[src/rtl/ema_alu_regs.vh]
// constants for the extended memory alu datapath
`ifndef EMA_ALU_REGS_VH
`define EMA_ALU_REGS_VH

// operation codes on op_code_in
`define EMA_OP_W                     5
`define EMA_OP_COMPLEMENT_MEM        5'h0_0
`define EMA_OP_COMPLEMENT_TO_ACC     5'h0_1
`define EMA_OP_DECIMAL_ADJUST_TO_MEM 5'h0_2
`define EMA_OP_DECREMENT_MEM         5'h0_3
`define EMA_OP_DECREMENT_TO_ACC      5'h0_4
`define EMA_OP_INCREMENT_MEM         5'h0_5
`define EMA_OP_INCREMENT_TO_ACC      5'h0_6
`define EMA_OP_MOVE_TO_ACC           5'h0_7
`define EMA_OP_MOVE_TO_MEM           5'h0_8
`define EMA_OP_OR_TO_ACC             5'h0_9
`define EMA_OP_OR_TO_MEM             5'h0_a
`define EMA_OP_ROTATE_LEFT_MEM       5'h0_b
`define EMA_OP_ROTATE_LEFT_TO_ACC    5'h0_c
`define EMA_OP_ROTATE_LEFT_CARRY_MEM 5'h0_d
`define EMA_OP_ROTATE_LEFT_CARRY_ACC 5'h0_e
`define EMA_OP_ROTATE_RIGHT_MEM      5'h0_f
`define EMA_OP_ROTATE_RIGHT_TO_ACC   5'h1_0
`define EMA_OP_ROT_RIGHT_CARRY_MEM   5'h1_1
`define EMA_OP_ROT_RIGHT_CARRY_ACC   5'h1_2
`define EMA_OP_SUB_BORROW_TO_ACC     5'h1_3
`define EMA_OP_SUB_BORROW_TO_MEM     5'h1_4

// status flag layout
`define EMA_FLAGS_W                  6
`define EMA_FLAG_CARRY               0
`define EMA_FLAG_AUX_CARRY           1
`define EMA_FLAG_ZERO                2
`define EMA_FLAG_OVERFLOW            3
`define EMA_FLAG_SIGNED_COMPARE      4
`define EMA_FLAG_COMBINED_ZERO       5
`define EMA_FLAGS_RESET              6'h0_0

// data values
`define EMA_BYTE_ZERO                8'h0_0
`define EMA_BYTE_ONE                 8'h0_1
`define EMA_ACC_RESET                8'h0_0
`define EMA_NIBBLE_MAX_BCD           4'h9
`define EMA_ADJ_NONE                 8'h0_0
`define EMA_ADJ_LOW                  8'h0_6
`define EMA_ADJ_HIGH                 8'h60
`define EMA_ADJ_BOTH                 8'h66

`endif

[src/rtl/ema_alu.v]
// extended memory operand alu datapath with accumulator and status flags
`timescale 1ns/1ps
`default_nettype none
`include "ema_alu_regs.vh"

module ema_alu #(
    parameter ADDR_W = 8
) (
    input  wire                    clock_in,         // core clock, 25 MHz
    input  wire                    rst_in,           // synchronous reset, high
    input  wire                    op_valid_in,      // start an operation
    input  wire [`EMA_OP_W-1:0]    op_code_in,       // operation select
    input  wire [ADDR_W-1:0]       op_addr_in,       // flat operand address
    input  wire [7:0]              mem_rdata_in,     // memory read data
    input  wire                    acc_load_in,      // core writes accumulator
    input  wire [7:0]              acc_load_data_in, // value for accumulator
    input  wire                    flags_load_in,    // core writes flags
    input  wire [`EMA_FLAGS_W-1:0] flags_load_data_in, // value for flags
    output reg  [7:0]              acc_out,          // accumulator
    output reg  [`EMA_FLAGS_W-1:0] flags_out,        // status flags
    output reg  [ADDR_W-1:0]       mem_addr_out,     // memory address
    output reg                     mem_rd_out,       // memory read strobe
    output reg                     mem_wr_out,       // memory write strobe
    output reg  [7:0]              mem_wdata_out,    // memory write data
    output reg                     busy_out,         // operation in flight
    output reg                     done_out          // operation finished
);

    localparam [2:0] ST_IDLE = 3'b001;
    localparam [2:0] ST_READ = 3'b010;
    localparam [2:0] ST_EXEC = 3'b100;

    reg [2:0]              state_q;
    reg [2:0]              state_d;
    reg [`EMA_OP_W-1:0]    op_q;
    reg [7:0]              acc_d;
    reg [`EMA_FLAGS_W-1:0] flags_d;
    reg [7:0]              result;
    reg                    to_mem;
    reg                    to_acc;

    // operand and flag shorthands
    wire [7:0] m_val  = mem_rdata_in;
    wire [7:0] a_val  = acc_out;
    wire       c_old  = flags_out[`EMA_FLAG_CARRY];
    wire       ac_old = flags_out[`EMA_FLAG_AUX_CARRY];
    wire       z_old  = flags_out[`EMA_FLAG_ZERO];

    // subtract with borrow: a + ~m + c, carry out means no borrow
    wire [8:0] sub_full = {1'b0, a_val} + {1'b0, ~m_val} + {8'h0_0, c_old};
    wire [4:0] sub_low  = {1'b0, a_val[3:0]} + {1'b0, ~m_val[3:0]}
                          + {4'h0, c_old};
    wire [7:0] sub_res  = sub_full[7:0];
    // signed overflow only when operand signs differ
    wire       sub_ov   = (a_val[7] != m_val[7]) && (sub_res[7] != a_val[7]);

    // decimal adjust corrections chosen from the pre-adjust conditions
    wire       daa_lo   = (a_val[3:0] > `EMA_NIBBLE_MAX_BCD) || ac_old;
    wire       daa_hi   = (a_val[7:4] > `EMA_NIBBLE_MAX_BCD) || c_old;
    reg  [7:0] daa_adj;
    wire [8:0] daa_sum  = {1'b0, a_val} + {1'b0, daa_adj};

    always @* begin
        case ({daa_hi, daa_lo})
            2'b01: daa_adj = `EMA_ADJ_LOW;
            2'b10: daa_adj = `EMA_ADJ_HIGH;
            2'b11: daa_adj = `EMA_ADJ_BOTH;
            default: daa_adj = `EMA_ADJ_NONE;
        endcase
    end

    // fixed three-cycle walk; no stall input, memory must answer next cycle
    always @* begin
        state_d = state_q;
        case (state_q)
            ST_IDLE: begin
                if (op_valid_in) begin
                    state_d = ST_READ;
                end
            end

            ST_READ: begin
                state_d = ST_EXEC;
            end

            ST_EXEC: begin
                state_d = ST_IDLE;
            end

            default: begin
                state_d = ST_IDLE;
            end
        endcase
    end

    // operation datapath, evaluated while the read data is on mem_rdata_in
    always @* begin
        result  = m_val;
        to_mem  = 1'b0;
        to_acc  = 1'b0;
        flags_d = flags_out;
        case (op_q)
            `EMA_OP_COMPLEMENT_MEM: begin
                result = ~m_val;
                to_mem = 1'b1;
                flags_d[`EMA_FLAG_ZERO] = (result == `EMA_BYTE_ZERO);
            end

            `EMA_OP_COMPLEMENT_TO_ACC: begin
                result = ~m_val;
                to_acc = 1'b1;
                flags_d[`EMA_FLAG_ZERO] = (result == `EMA_BYTE_ZERO);
            end

            `EMA_OP_DECIMAL_ADJUST_TO_MEM: begin
                result = daa_sum[7:0];
                to_mem = 1'b1;
                // only carry moves; it also keeps a carry already set
                flags_d[`EMA_FLAG_CARRY] = daa_sum[8] | c_old;
            end

            `EMA_OP_DECREMENT_MEM,
            `EMA_OP_DECREMENT_TO_ACC: begin
                result = m_val - `EMA_BYTE_ONE;
                to_mem = (op_q == `EMA_OP_DECREMENT_MEM);
                to_acc = (op_q == `EMA_OP_DECREMENT_TO_ACC);
                flags_d[`EMA_FLAG_ZERO] = (result == `EMA_BYTE_ZERO);
            end

            `EMA_OP_INCREMENT_MEM,
            `EMA_OP_INCREMENT_TO_ACC: begin
                result = m_val + `EMA_BYTE_ONE;
                to_mem = (op_q == `EMA_OP_INCREMENT_MEM);
                to_acc = (op_q == `EMA_OP_INCREMENT_TO_ACC);
                flags_d[`EMA_FLAG_ZERO] = (result == `EMA_BYTE_ZERO);
            end

            `EMA_OP_MOVE_TO_ACC: begin
                result = m_val;
                to_acc = 1'b1;
            end

            `EMA_OP_MOVE_TO_MEM: begin
                result = a_val;
                to_mem = 1'b1;
            end

            `EMA_OP_OR_TO_ACC,
            `EMA_OP_OR_TO_MEM: begin
                result = a_val | m_val;
                to_mem = (op_q == `EMA_OP_OR_TO_MEM);
                to_acc = (op_q == `EMA_OP_OR_TO_ACC);
                flags_d[`EMA_FLAG_ZERO] = (result == `EMA_BYTE_ZERO);
            end

            `EMA_OP_ROTATE_LEFT_MEM,
            `EMA_OP_ROTATE_LEFT_TO_ACC: begin
                result = {m_val[6:0], m_val[7]};
                to_mem = (op_q == `EMA_OP_ROTATE_LEFT_MEM);
                to_acc = (op_q == `EMA_OP_ROTATE_LEFT_TO_ACC);
            end

            `EMA_OP_ROTATE_LEFT_CARRY_MEM,
            `EMA_OP_ROTATE_LEFT_CARRY_ACC: begin
                result = {m_val[6:0], c_old};
                to_mem = (op_q == `EMA_OP_ROTATE_LEFT_CARRY_MEM);
                to_acc = (op_q == `EMA_OP_ROTATE_LEFT_CARRY_ACC);
                flags_d[`EMA_FLAG_CARRY] = m_val[7];
            end

            `EMA_OP_ROTATE_RIGHT_MEM,
            `EMA_OP_ROTATE_RIGHT_TO_ACC: begin
                result = {m_val[0], m_val[7:1]};
                to_mem = (op_q == `EMA_OP_ROTATE_RIGHT_MEM);
                to_acc = (op_q == `EMA_OP_ROTATE_RIGHT_TO_ACC);
            end

            `EMA_OP_ROT_RIGHT_CARRY_MEM,
            `EMA_OP_ROT_RIGHT_CARRY_ACC: begin
                result = {c_old, m_val[7:1]};
                to_mem = (op_q == `EMA_OP_ROT_RIGHT_CARRY_MEM);
                to_acc = (op_q == `EMA_OP_ROT_RIGHT_CARRY_ACC);
                flags_d[`EMA_FLAG_CARRY] = m_val[0];
            end

            `EMA_OP_SUB_BORROW_TO_ACC,
            `EMA_OP_SUB_BORROW_TO_MEM: begin
                result = sub_res;
                to_mem = (op_q == `EMA_OP_SUB_BORROW_TO_MEM);
                to_acc = (op_q == `EMA_OP_SUB_BORROW_TO_ACC);
                // carry high means no borrow, i.e. result not negative
                flags_d[`EMA_FLAG_CARRY]     = sub_full[8];
                flags_d[`EMA_FLAG_AUX_CARRY] = sub_low[4];
                flags_d[`EMA_FLAG_OVERFLOW]  = sub_ov;
                flags_d[`EMA_FLAG_ZERO]      =
                    (sub_res == `EMA_BYTE_ZERO);
                flags_d[`EMA_FLAG_SIGNED_COMPARE] =
                    sub_res[7] ^ sub_ov;
                // chains the zero test with the previous zero flag, so it spans a two-byte subtract
                flags_d[`EMA_FLAG_COMBINED_ZERO] =
                    (sub_res == `EMA_BYTE_ZERO) & z_old;
            end

            default: begin
                result = m_val;
            end
        endcase
    end

    // accumulator next value
    always @* begin
        acc_d = acc_out;
        if (state_q == ST_EXEC) begin
            if (to_acc) begin
                acc_d = result;
            end
        end else if (acc_load_in) begin
            // core loads in any state except ST_EXEC, so also while the read is in flight
            acc_d = acc_load_data_in;
        end
    end

    always @(posedge clock_in) begin
        if (rst_in) begin
            state_q       <= ST_IDLE;
            op_q          <= `EMA_OP_MOVE_TO_ACC;
            acc_out       <= `EMA_ACC_RESET;
            flags_out     <= `EMA_FLAGS_RESET;
            mem_addr_out  <= {ADDR_W{1'b0}};
            mem_rd_out    <= 1'b0;
            mem_wr_out    <= 1'b0;
            mem_wdata_out <= `EMA_BYTE_ZERO;
            busy_out      <= 1'b0;
            done_out      <= 1'b0;
        end else begin
            state_q    <= state_d;
            acc_out    <= acc_d;
            mem_rd_out <= 1'b0;
            mem_wr_out <= 1'b0;
            done_out   <= 1'b0;
            case (state_q)
                ST_IDLE: begin
                    // flag loads are taken only in idle, dropped otherwise, so an operation never
                    // computes from a flag set changed under it
                    if (flags_load_in) begin
                        flags_out <= flags_load_data_in;
                    end
                    if (op_valid_in) begin
                        op_q         <= op_code_in;
                        // whole address used, no bank bits involved
                        mem_addr_out <= op_addr_in;
                        mem_rd_out   <= 1'b1;
                        busy_out     <= 1'b1;
                    end
                end

                ST_READ: begin
                    busy_out <= 1'b1;
                end

                // strobe and data leave together so memory sees one write
                ST_EXEC: begin
                    flags_out     <= flags_d;
                    mem_wr_out    <= to_mem;
                    mem_wdata_out <= result;
                    busy_out      <= 1'b0;
                    done_out      <= 1'b1;
                end

                default: begin
                    busy_out <= 1'b0;
                end
            endcase
        end
    end

endmodule
`default_nettype wire

[config.mk]
export PLATFORM = sky130hd
export DESIGN_NAME = ema_alu
export DESIGN_NICKNAME = d
export VERILOG_FILES = /design/src/rtl/ema_alu.v
export VERILOG_INCLUDE_DIRS = /design/src /design/src/rtl
export SDC_FILE = /design/constraint.sdc
export NUM_CORES = 1
export LEC_CHECK = 0
export BUFFER_PORTS_ARGS = -buffer_cell sky130_fd_sc_hd__buf_2
export CAP_MARGIN = 20
export CORE_MARGIN = 2
export CORE_UTILIZATION = 40
export DETAILED_ROUTE_END_ITERATION = 8
export GPL_TIMING_DRIVEN = 0
export MAX_ROUTING_LAYER = met4
export SLEW_MARGIN = 10
export SYNTH_ARGS = -nofsm -noshare
export SYNTH_HDL_FRONTEND = slang
export SYNTH_SLANG_ARGS = --single-unit
[constraint.sdc]
create_clock -name clock_in -period 9.07 [get_ports clock_in]
set_clock_uncertainty 0.05 [all_clocks]
set_input_delay 1.814 -clock clock_in [delete_from_list [all_inputs] [get_ports clock_in]]
set_output_delay 1.814 -clock clock_in [all_outputs]
set_load 0.005 [all_outputs]
==> flow_metrics.py, run 1 <==
metrics = {
    "global_routing": {
        "first_global_vias": 4220,
        "grt_pass1_wl_um": 22900,
        "grtUsageTotal_pct": 27.2,
        "grt_antenna_before_repair": 0,
        "grt-ovfl-total": 0,
        "grt_start_max_net_pins": 15,
    },
    "timing": {
        "layout_min_cycle_time_ps": 5600,
        "hold_ws_ps": 405,
        "setup_viol": 0,
        "finalHoldViolations": 0,
        "achievable_freq_mhz": 179,
        "worstMarginPinSlew_ps": 1140,
        "timing.slew.headroom_pct": 23.2,
        "setup-tns-final_ps": 0,
        "setup_repair_after_global_routing_missed_its_margin": "false",
        "layout_worst_path_cycle_share_pct": 61.7,
        "final-max-slew-violation-count": 0,
    },
    "routing": {
        "residual_drc_count": 0,
        "via_per_inst": 6.02,
        "final_antenna_net_count": 0,
        "dr_total_vias": 4514,
        "routed_wire_length_per_instance_um": 19.7,
        "drtPass1Iterations": 5,
        "wl_um": 14800,
        "drtIter0Drc": 375,
    },
    "cts": {
        "cts-htree-levels": 2,
        "tritoncts_clock_tree": "done",
        "post_cts.repair.setup_buffers": 0,
        "ctsHoldBuffers": 0,
        "numClockSinks": 42,
        "cts_max_path_buffers": 2,
        "post_cts_resized": 0,
        "path_clk_slew_ps": 90,
        "clock_latency_on_the_worst_skew_pair_ps": 310,
        "ctsRootBufferMaster": "sky130_fd_sc_hd__clkbuf_8",
        "cts_made_buffers": 5,
    },
    "synth": {
        "post_synth_num_cell_types": 80,
        "syn-cell-area_sq_um": 4020,
        "syn_avg_cell_area_sq_um": 7.44,
        "syn_inst": 540,
        "postSynthRegisterBits": 42,
        "synthesis_warnings": 0,
        "synth_top_flop_cell": "sky130_fd_sc_hd__dfxtp_1",
        "yosysSeqAreaShare_pct": 20.9,
        "synth_top_area_share_pct": 20.9,
        "ys_async_sr_fraction_pct": 0,
        "syn_nets": 607,
        "synth_edf_count": 0,
        "synth_top_cells_by_count": "sky130_fd_sc_hd__nand2_1 (63), sky130_fd_sc_hd__nor2_1 (45), sky130_fd_sc_hd__dfxtp_1 (42), sky130_fd_sc_hd__a21oi_1 (37), sky130_fd_sc_hd__inv_1 (28)",
        "synth_area_leader_cell": "sky130_fd_sc_hd__dfxtp_1",
        "synth_top_cells_by_area": "sky130_fd_sc_hd__dfxtp_1 (21%), sky130_fd_sc_hd__ha_1 (7.2%), sky130_fd_sc_hd__nand2_1 (5.9%)",
        "synthMostInstantiatedCell": "sky130_fd_sc_hd__nand2_1",
    },
    "floorplan": {
        "die_height_um": 104,
        "num_rows": 36,
        "core_area_sq_um": 9770,
        "floorplan.die_area_sq_um": 10900,
        "dieWidth_um": 104,
        "io_pins": 74,
        "start_util_pct": 41.1,
    },
    "worst_setup_path": {
        "worstSetupEndpointType": "register",
        "cp_data_required_time_ps": 9200,
        "rr_endpoint": "acc_out[7]",
        "worst-r2r-cell-count": 13,
        "worstPathMaxFanout": 10,
        "reg2reg_from": "flags_out[0]",
        "r2r_setup_slack_ps": 5020,
        "critical_path.startpoint_type": "input pin",
        "arrival_ps": 5730,
        "critical_path_class": "input pin to register",
    },
    "placement": {
        "hpwlAfterDp_um": 11300,
        "numPlacedInstances": 742,
        "finalWeightedCongestion": 0.979,
        "port_buffers": 69,
    },
    "pwr": {
        "power_density_nw_per_um2": 132,
        "post-layout-total-power_uw": 616,
        "irDropWorstVdd_uv": 145,
        "leakage_nw": 1.93,
    },
    "layout": {
        "layout.core_utilization_pct": 47.7,
        "antennaDiodeCount": 0,
        "finalNonFillerCells": 750,
        "area_delta_synth_final_pct": 16.2,
        "drive_above_1_share_pct": 19.0,
        "final_nets": 683,
    },
    "hold_path": {
        "hold_path_endpoint": "mem_addr_out[3]",
        "worst_hold_path_startpoint": "mem_addr_out[3]",
        "worst_hold_path.num_cells": 2,
        "hold_path_class": "register to register",
    },
    "run_status": {
        "outcome": "finished, final reports clean",
    },
    "flow_run": {
        "max_cap_violations": 0,
    },
}
## through the flow
step / area, sq um / setup slack, ps
2_1_floorplan: 4020 / 4100
3_3_place_gp: 4530 / 3210
3_5_place_dp: 4530 / 3220
4_1_cts: 4660 / 3550
5_1_grt: 4660 / 3380
6_report: 4660 / 3470
## layout by cell type (no fill, tap or decap), types with 11 or more instances in the layout
master,instances
sky130_fd_sc_hd__nand2b_1,12
sky130_fd_sc_hd__nor2_1,45
sky130_fd_sc_hd__clkbuf_1,20
sky130_fd_sc_hd__inv_1,28
sky130_fd_sc_hd__nor2b_1,11
sky130_fd_sc_hd__xnor2_1,15
sky130_fd_sc_hd__nor3_1,12
sky130_fd_sc_hd__nand3_1,12
sky130_fd_sc_hd__buf_2,86
sky130_fd_sc_hd__nand2_1,63
sky130_fd_sc_hd__ha_1,23
sky130_fd_sc_hd__dfxtp_1,42
sky130_fd_sc_hd__o21ai_0,25
sky130_fd_sc_hd__a21oi_1,37
## how the worst max path moves through the flow
stage | from | end | cells past startpoint
6_report | mem_rdata_in[1] | acc_out[7] | 15
5_1_grt | mem_rdata_in[1] | acc_out[7] | 15
4_1_cts | mem_rdata_in[1] | acc_out[7] | 15
3_5_place_dp | mem_rdata_in[1] | acc_out[7] | 15
3_3_place_gp | mem_rdata_in[1] | acc_out[7] | 15
2_1_floorplan | mem_rdata_in[1] | acc_out[7] | 14
## layout make-up
class | count | area (sq um)
fill | 1043 | 5110
multi-input combinational | 427 | 2870
sequential | 42 | 841
timing repair buffer | 69 | 345
buffer | 42 | 198
tap | 133 | 166
inverter | 29 | 109
clock buffer | 5 | 68.8
clock inverter | 3 | 68.8
## sequential cells by signal (all words and copies together), names as in the netlist, 3 cells and up
register	cells
acc_out	8
mem_addr_out	8
mem_wdata_out	8
flags_out	6
op_q	5
state_q	3
## cells by family (layout without fill, tap and decap cells)
kind of cell	Yosys count	count (layout)	share of synthesized area [%]
AOI/OAI and AO/OA	170	170	31.0
xor gates and xnor gates	20	20	4.36
adders and majority gates	28	28	9.41
buffers and inverters	71	148	7.63
DFF	42	42	20.9
muxes	3	3	0.779
and+or+nand+nor	206	206	25.9
## metal layers
layer	share of wire [%]	vias up	global-route usage [%]
met5	0	-	-
met4	3.0	0	10.4
met3	8.6	41	4.76
met2	44	239	41.0
met1	45	2105	36.4
li1	-	2129	-
## worst max-delay path, stage by stage
cell and delay [ps]:
sky130_fd_sc_hd__buf_2 100, sky130_fd_sc_hd__clkbuf_1 440, sky130_fd_sc_hd__inv_1 270, sky130_fd_sc_hd__ha_1 340
sky130_fd_sc_hd__or2_2 300, sky130_fd_sc_hd__a211o_1 290, sky130_fd_sc_hd__a21oi_1 150, sky130_fd_sc_hd__o21ai_0 110
sky130_fd_sc_hd__a21oi_1 180, sky130_fd_sc_hd__or2_2 130, sky130_fd_sc_hd__fa_1 510, sky130_fd_sc_hd__a2111oi_2 340
sky130_fd_sc_hd__nand3_1 140, sky130_fd_sc_hd__o41ai_2 460, sky130_fd_sc_hd__a311oi_1 160
## power by group
| part | total, mW | internal, mW | switching [mW] |
|---|---|---|---|
| registers | 0.208 | 0.195 | 0.0132 |
| clock network | 0.181 | 0.110 | 0.0703 |
| logic | 0.227 | 0.0885 | 0.139 |
| total | 0.616 | 0.394 | 0.222 |
(Power assumes the default switching activity.)
==> inputs of run 2 (changes only) <==
==> constraint.sdc (replaced) <==
create_clock -name clock_in -period 4.5 [get_ports clock_in]
set_clock_uncertainty 0.05 [all_clocks]
set_input_delay 0.9 -clock clock_in [delete_from_list [all_inputs] [get_ports clock_in]]
set_output_delay 0.9 -clock clock_in [all_outputs]
set_load 0.005 [all_outputs]
==> run 2 against run 1 <==
Setup slack got worse by 3200 ps. Global-route usage barely moved. Register-to-register slack got worse by 4500 ps. Sequential power rose by 100%. Die area did not move. Flip-flop and latch count did not move. Largest cell class unchanged. Critical path type unchanged. Combinational power rose by 100%.
==> flow_metrics.py, run 2 (same netlist as run 1, synthesis figures left out) <==
metrics = {
    "floorplan": {
        "die_height_um": 104,
        "start_util_pct": 41.1,
        "floorplan.die_area_sq_um": 10900,
        "io_pins": 74,
        "dieWidth_um": 104,
        "num_rows": 36,
        "core_area_sq_um": 9770,
    },
    "hold_path": {
        "hold_path_endpoint": "mem_addr_out[3]",
        "worst_hold_path.num_cells": 2,
        "hold_path_class": "register to register",
        "worst_hold_path_startpoint": "mem_addr_out[3]",
    },
    "pwr": {
        "power.clock.fraction_pct": 29.4,
        "power.share.switching_pct": 36.0,
        "leakage_nw": 1.93,
        "power_density_nw_per_um2": 266,
        "power.net_switching_uw": 447,
        "power_report.internal_total_uw": 793,
        "irDropWorstVdd_uv": 292,
        "power.combinational.fraction_pct": 36.8,
        "power.share.sequential_pct": 33.8,
    },
    "layout": {
        "layout_common_cells": "sky130_fd_sc_hd__buf_2 (86), sky130_fd_sc_hd__nand2_1 (63), sky130_fd_sc_hd__nor2_1 (45)",
        "mostFrequentLayoutCell": "sky130_fd_sc_hd__buf_2",
        "drive_above_1_share_pct": 19.0,
        "layout.cell_area.non_filler_sq_um": 4660,
        "layout.core_utilization_pct": 47.6,
        "antennaDiodeCount": 0,
        "area_delta_synth_final_pct": 16.0,
        "layout_top_registers": "acc_out x8, mem_addr_out x8, mem_wdata_out x8",
        "final_nets": 681,
        "finalNonFillerCells": 748,
    },
    "placement": {
        "postPlaceCellArea_sq_um": 4530,
        "hpwlAfterDp_um": 11300,
        "port_buffers": 69,
        "numPlacedInstances": 742,
        "finalWeightedCongestion": 0.979,
    },
    "timing": {
        "timing.slew.headroom_pct": 21.9,
        "layout_min_cycle_time_ps": 4260,
        "setup-tns-final_ps": 0,
        "finalHoldViolations": 0,
        "worstMarginPinSlew_ps": 1160,
        "setup_repair_after_global_routing_missed_its_margin": "false",
        "achievable_freq_mhz": 235,
        "hold_ws_ps": 405,
        "final-max-slew-violation-count": 0,
        "setup_viol": 0,
        "layout_worst_path_cycle_share_pct": 94.8,
    },
    "global_routing": {
        "grt_pass1_wl_um": 22900,
        "grt_start_max_net_pins": 15,
        "first_global_vias": 4218,
        "grtUsageTotal_pct": 27.2,
        "grt-ovfl-total": 0,
        "grt_antenna_before_repair": 0,
    },
    "routing": {
        "drtIter0Drc": 405,
        "wirelength_met1_um": 6630,
        "routed_wire_length_per_instance_um": 19.6,
        "via_per_inst": 6.01,
        "final_antenna_net_count": 0,
        "wl_um": 14700,
        "dr_total_vias": 4493,
        "top_layer": "met4",
        "residual_drc_count": 0,
        "route.met3.wl_um": 1230,
        "wl_met2_um": 6500,
        "drtPass1Iterations": 5,
    },
    "cts": {
        "cts-htree-levels": 2,
        "tritoncts_clock_tree": "done",
        "ctsHoldBuffers": 0,
        "numClockSinks": 42,
        "cts_max_path_buffers": 2,
        "ctsRootBufferMaster": "sky130_fd_sc_hd__clkbuf_8",
        "cts_made_buffers": 5,
        "post_cts_resized": 0,
        "clock_latency_on_the_worst_skew_pair_ps": 310,
        "post_cts.repair.setup_buffers": 0,
        "path_clk_slew_ps": 90,
    },
    "worst_setup_path": {
        "reg2reg_from": "flags_out[0]",
        "critical_path.n_buffers_inverters": 2,
        "crit_chain": "buf_2, inv_1, ha_1, or2_2, a211o_1, a21oi_1, o21ai_0, a21oi_1, or2_2, fa_1, a2111oi_2, nand3_1, o41ai_2, a311oi_1",
        "critical_path.startpoint_type": "input pin",
        "r2r_setup_slack_ps": 480,
        "cp_data_required_time_ps": 4630,
        "arrival_ps": 4390,
        "cp_slowest_cell": "sky130_fd_sc_hd__fa_1",
        "critical_path_class": "input pin to register",
        "timing.critical_path.max_delay_family": "compound AO/OA/AOI/OAI gates",
        "worstSetupEndpointType": "register",
        "worst-r2r-cell-count": 13,
        "rr_endpoint": "acc_out[7]",
        "critical_path.max_stage_delay_ps": 510,
        "worstPathMaxFanout": 12,
    },
    "run_status": {
        "outcome": "finished, final reports clean",
    },
    "flow_run": {
        "max_cap_violations": 0,
    },
}
==> run 2: changes by cell type in the layout (fill, tap and decap cells not counted) <==
cell and change:
sky130_fd_sc_hd__clkbuf_1 -1, sky130_fd_sc_hd__buf_1 -1
==> run 2: final cells by class <==
cell class                      count  area, sq um
Buffer                             40          190
Clock buffer                        5         68.8
Clock inverter                      3         68.8
Fill cell                        1041         5120
Inverter                           29          109
Multi-Input combinational cell    427         2870
Sequential cell                    42          841
Tap cell                          133          166
Timing Repair Buffer               69          345
==> run 2: worst max-delay path by stage <==
stage	start	to	slack [ps]	cells past startpoint
final	mem_rdata_in[1]	acc_out[7]	240	14
after global routing	mem_rdata_in[2]	acc_out[7]	120	14
after CTS	mem_rdata_in[3]	acc_out[7]	100	14
after detailed placement	mem_rdata_in[1]	acc_out[7]	-430	15
after global placement	mem_rdata_in[1]	acc_out[7]	-450	15
after floorplan	mem_rdata_in[1]	acc_out[7]	440	14
==> run 2: per-layer routing <==
layer  vias up  global-route usage (%)
met5         -                       -
met3        27                    4.76
met1      2107                    36.3
met2       233                    41.1
li1       2126                       -
met4         0                    10.4
==> run 2: metrics by stage <==
stage / power, mW / setup slack, ps
global route: 1.31 / 120
detailed placement: 0.870 / -432
global placement: 0.869 / -446
finish: 1.24 / 236
floorplan: 0.727 / 441
CTS: 1.24 / 98.6
==> run 2: power by group through the flow <==
| stage | clock network, mW | logic [mW] | registers, mW |
|---|---|---|---|
| 6_report | 0.364 | 0.457 | 0.420 |
| 5_1_grt | 0.389 | 0.494 | 0.422 |
| 4_1_cts | 0.377 | 0.446 | 0.418 |
| 3_5_place_dp | 0 | 0.443 | 0.427 |
| 3_3_place_gp | 0 | 0.443 | 0.426 |
| 2_1_floorplan | 0 | 0.307 | 0.420 |
==> run 2: tightest hold or removal path, stage by stage, from the launching register on <==
cell and delay [ps]:
sky130_fd_sc_hd__dfxtp_1 310, sky130_fd_sc_hd__nand2_1 50, sky130_fd_sc_hd__a21oi_1 50
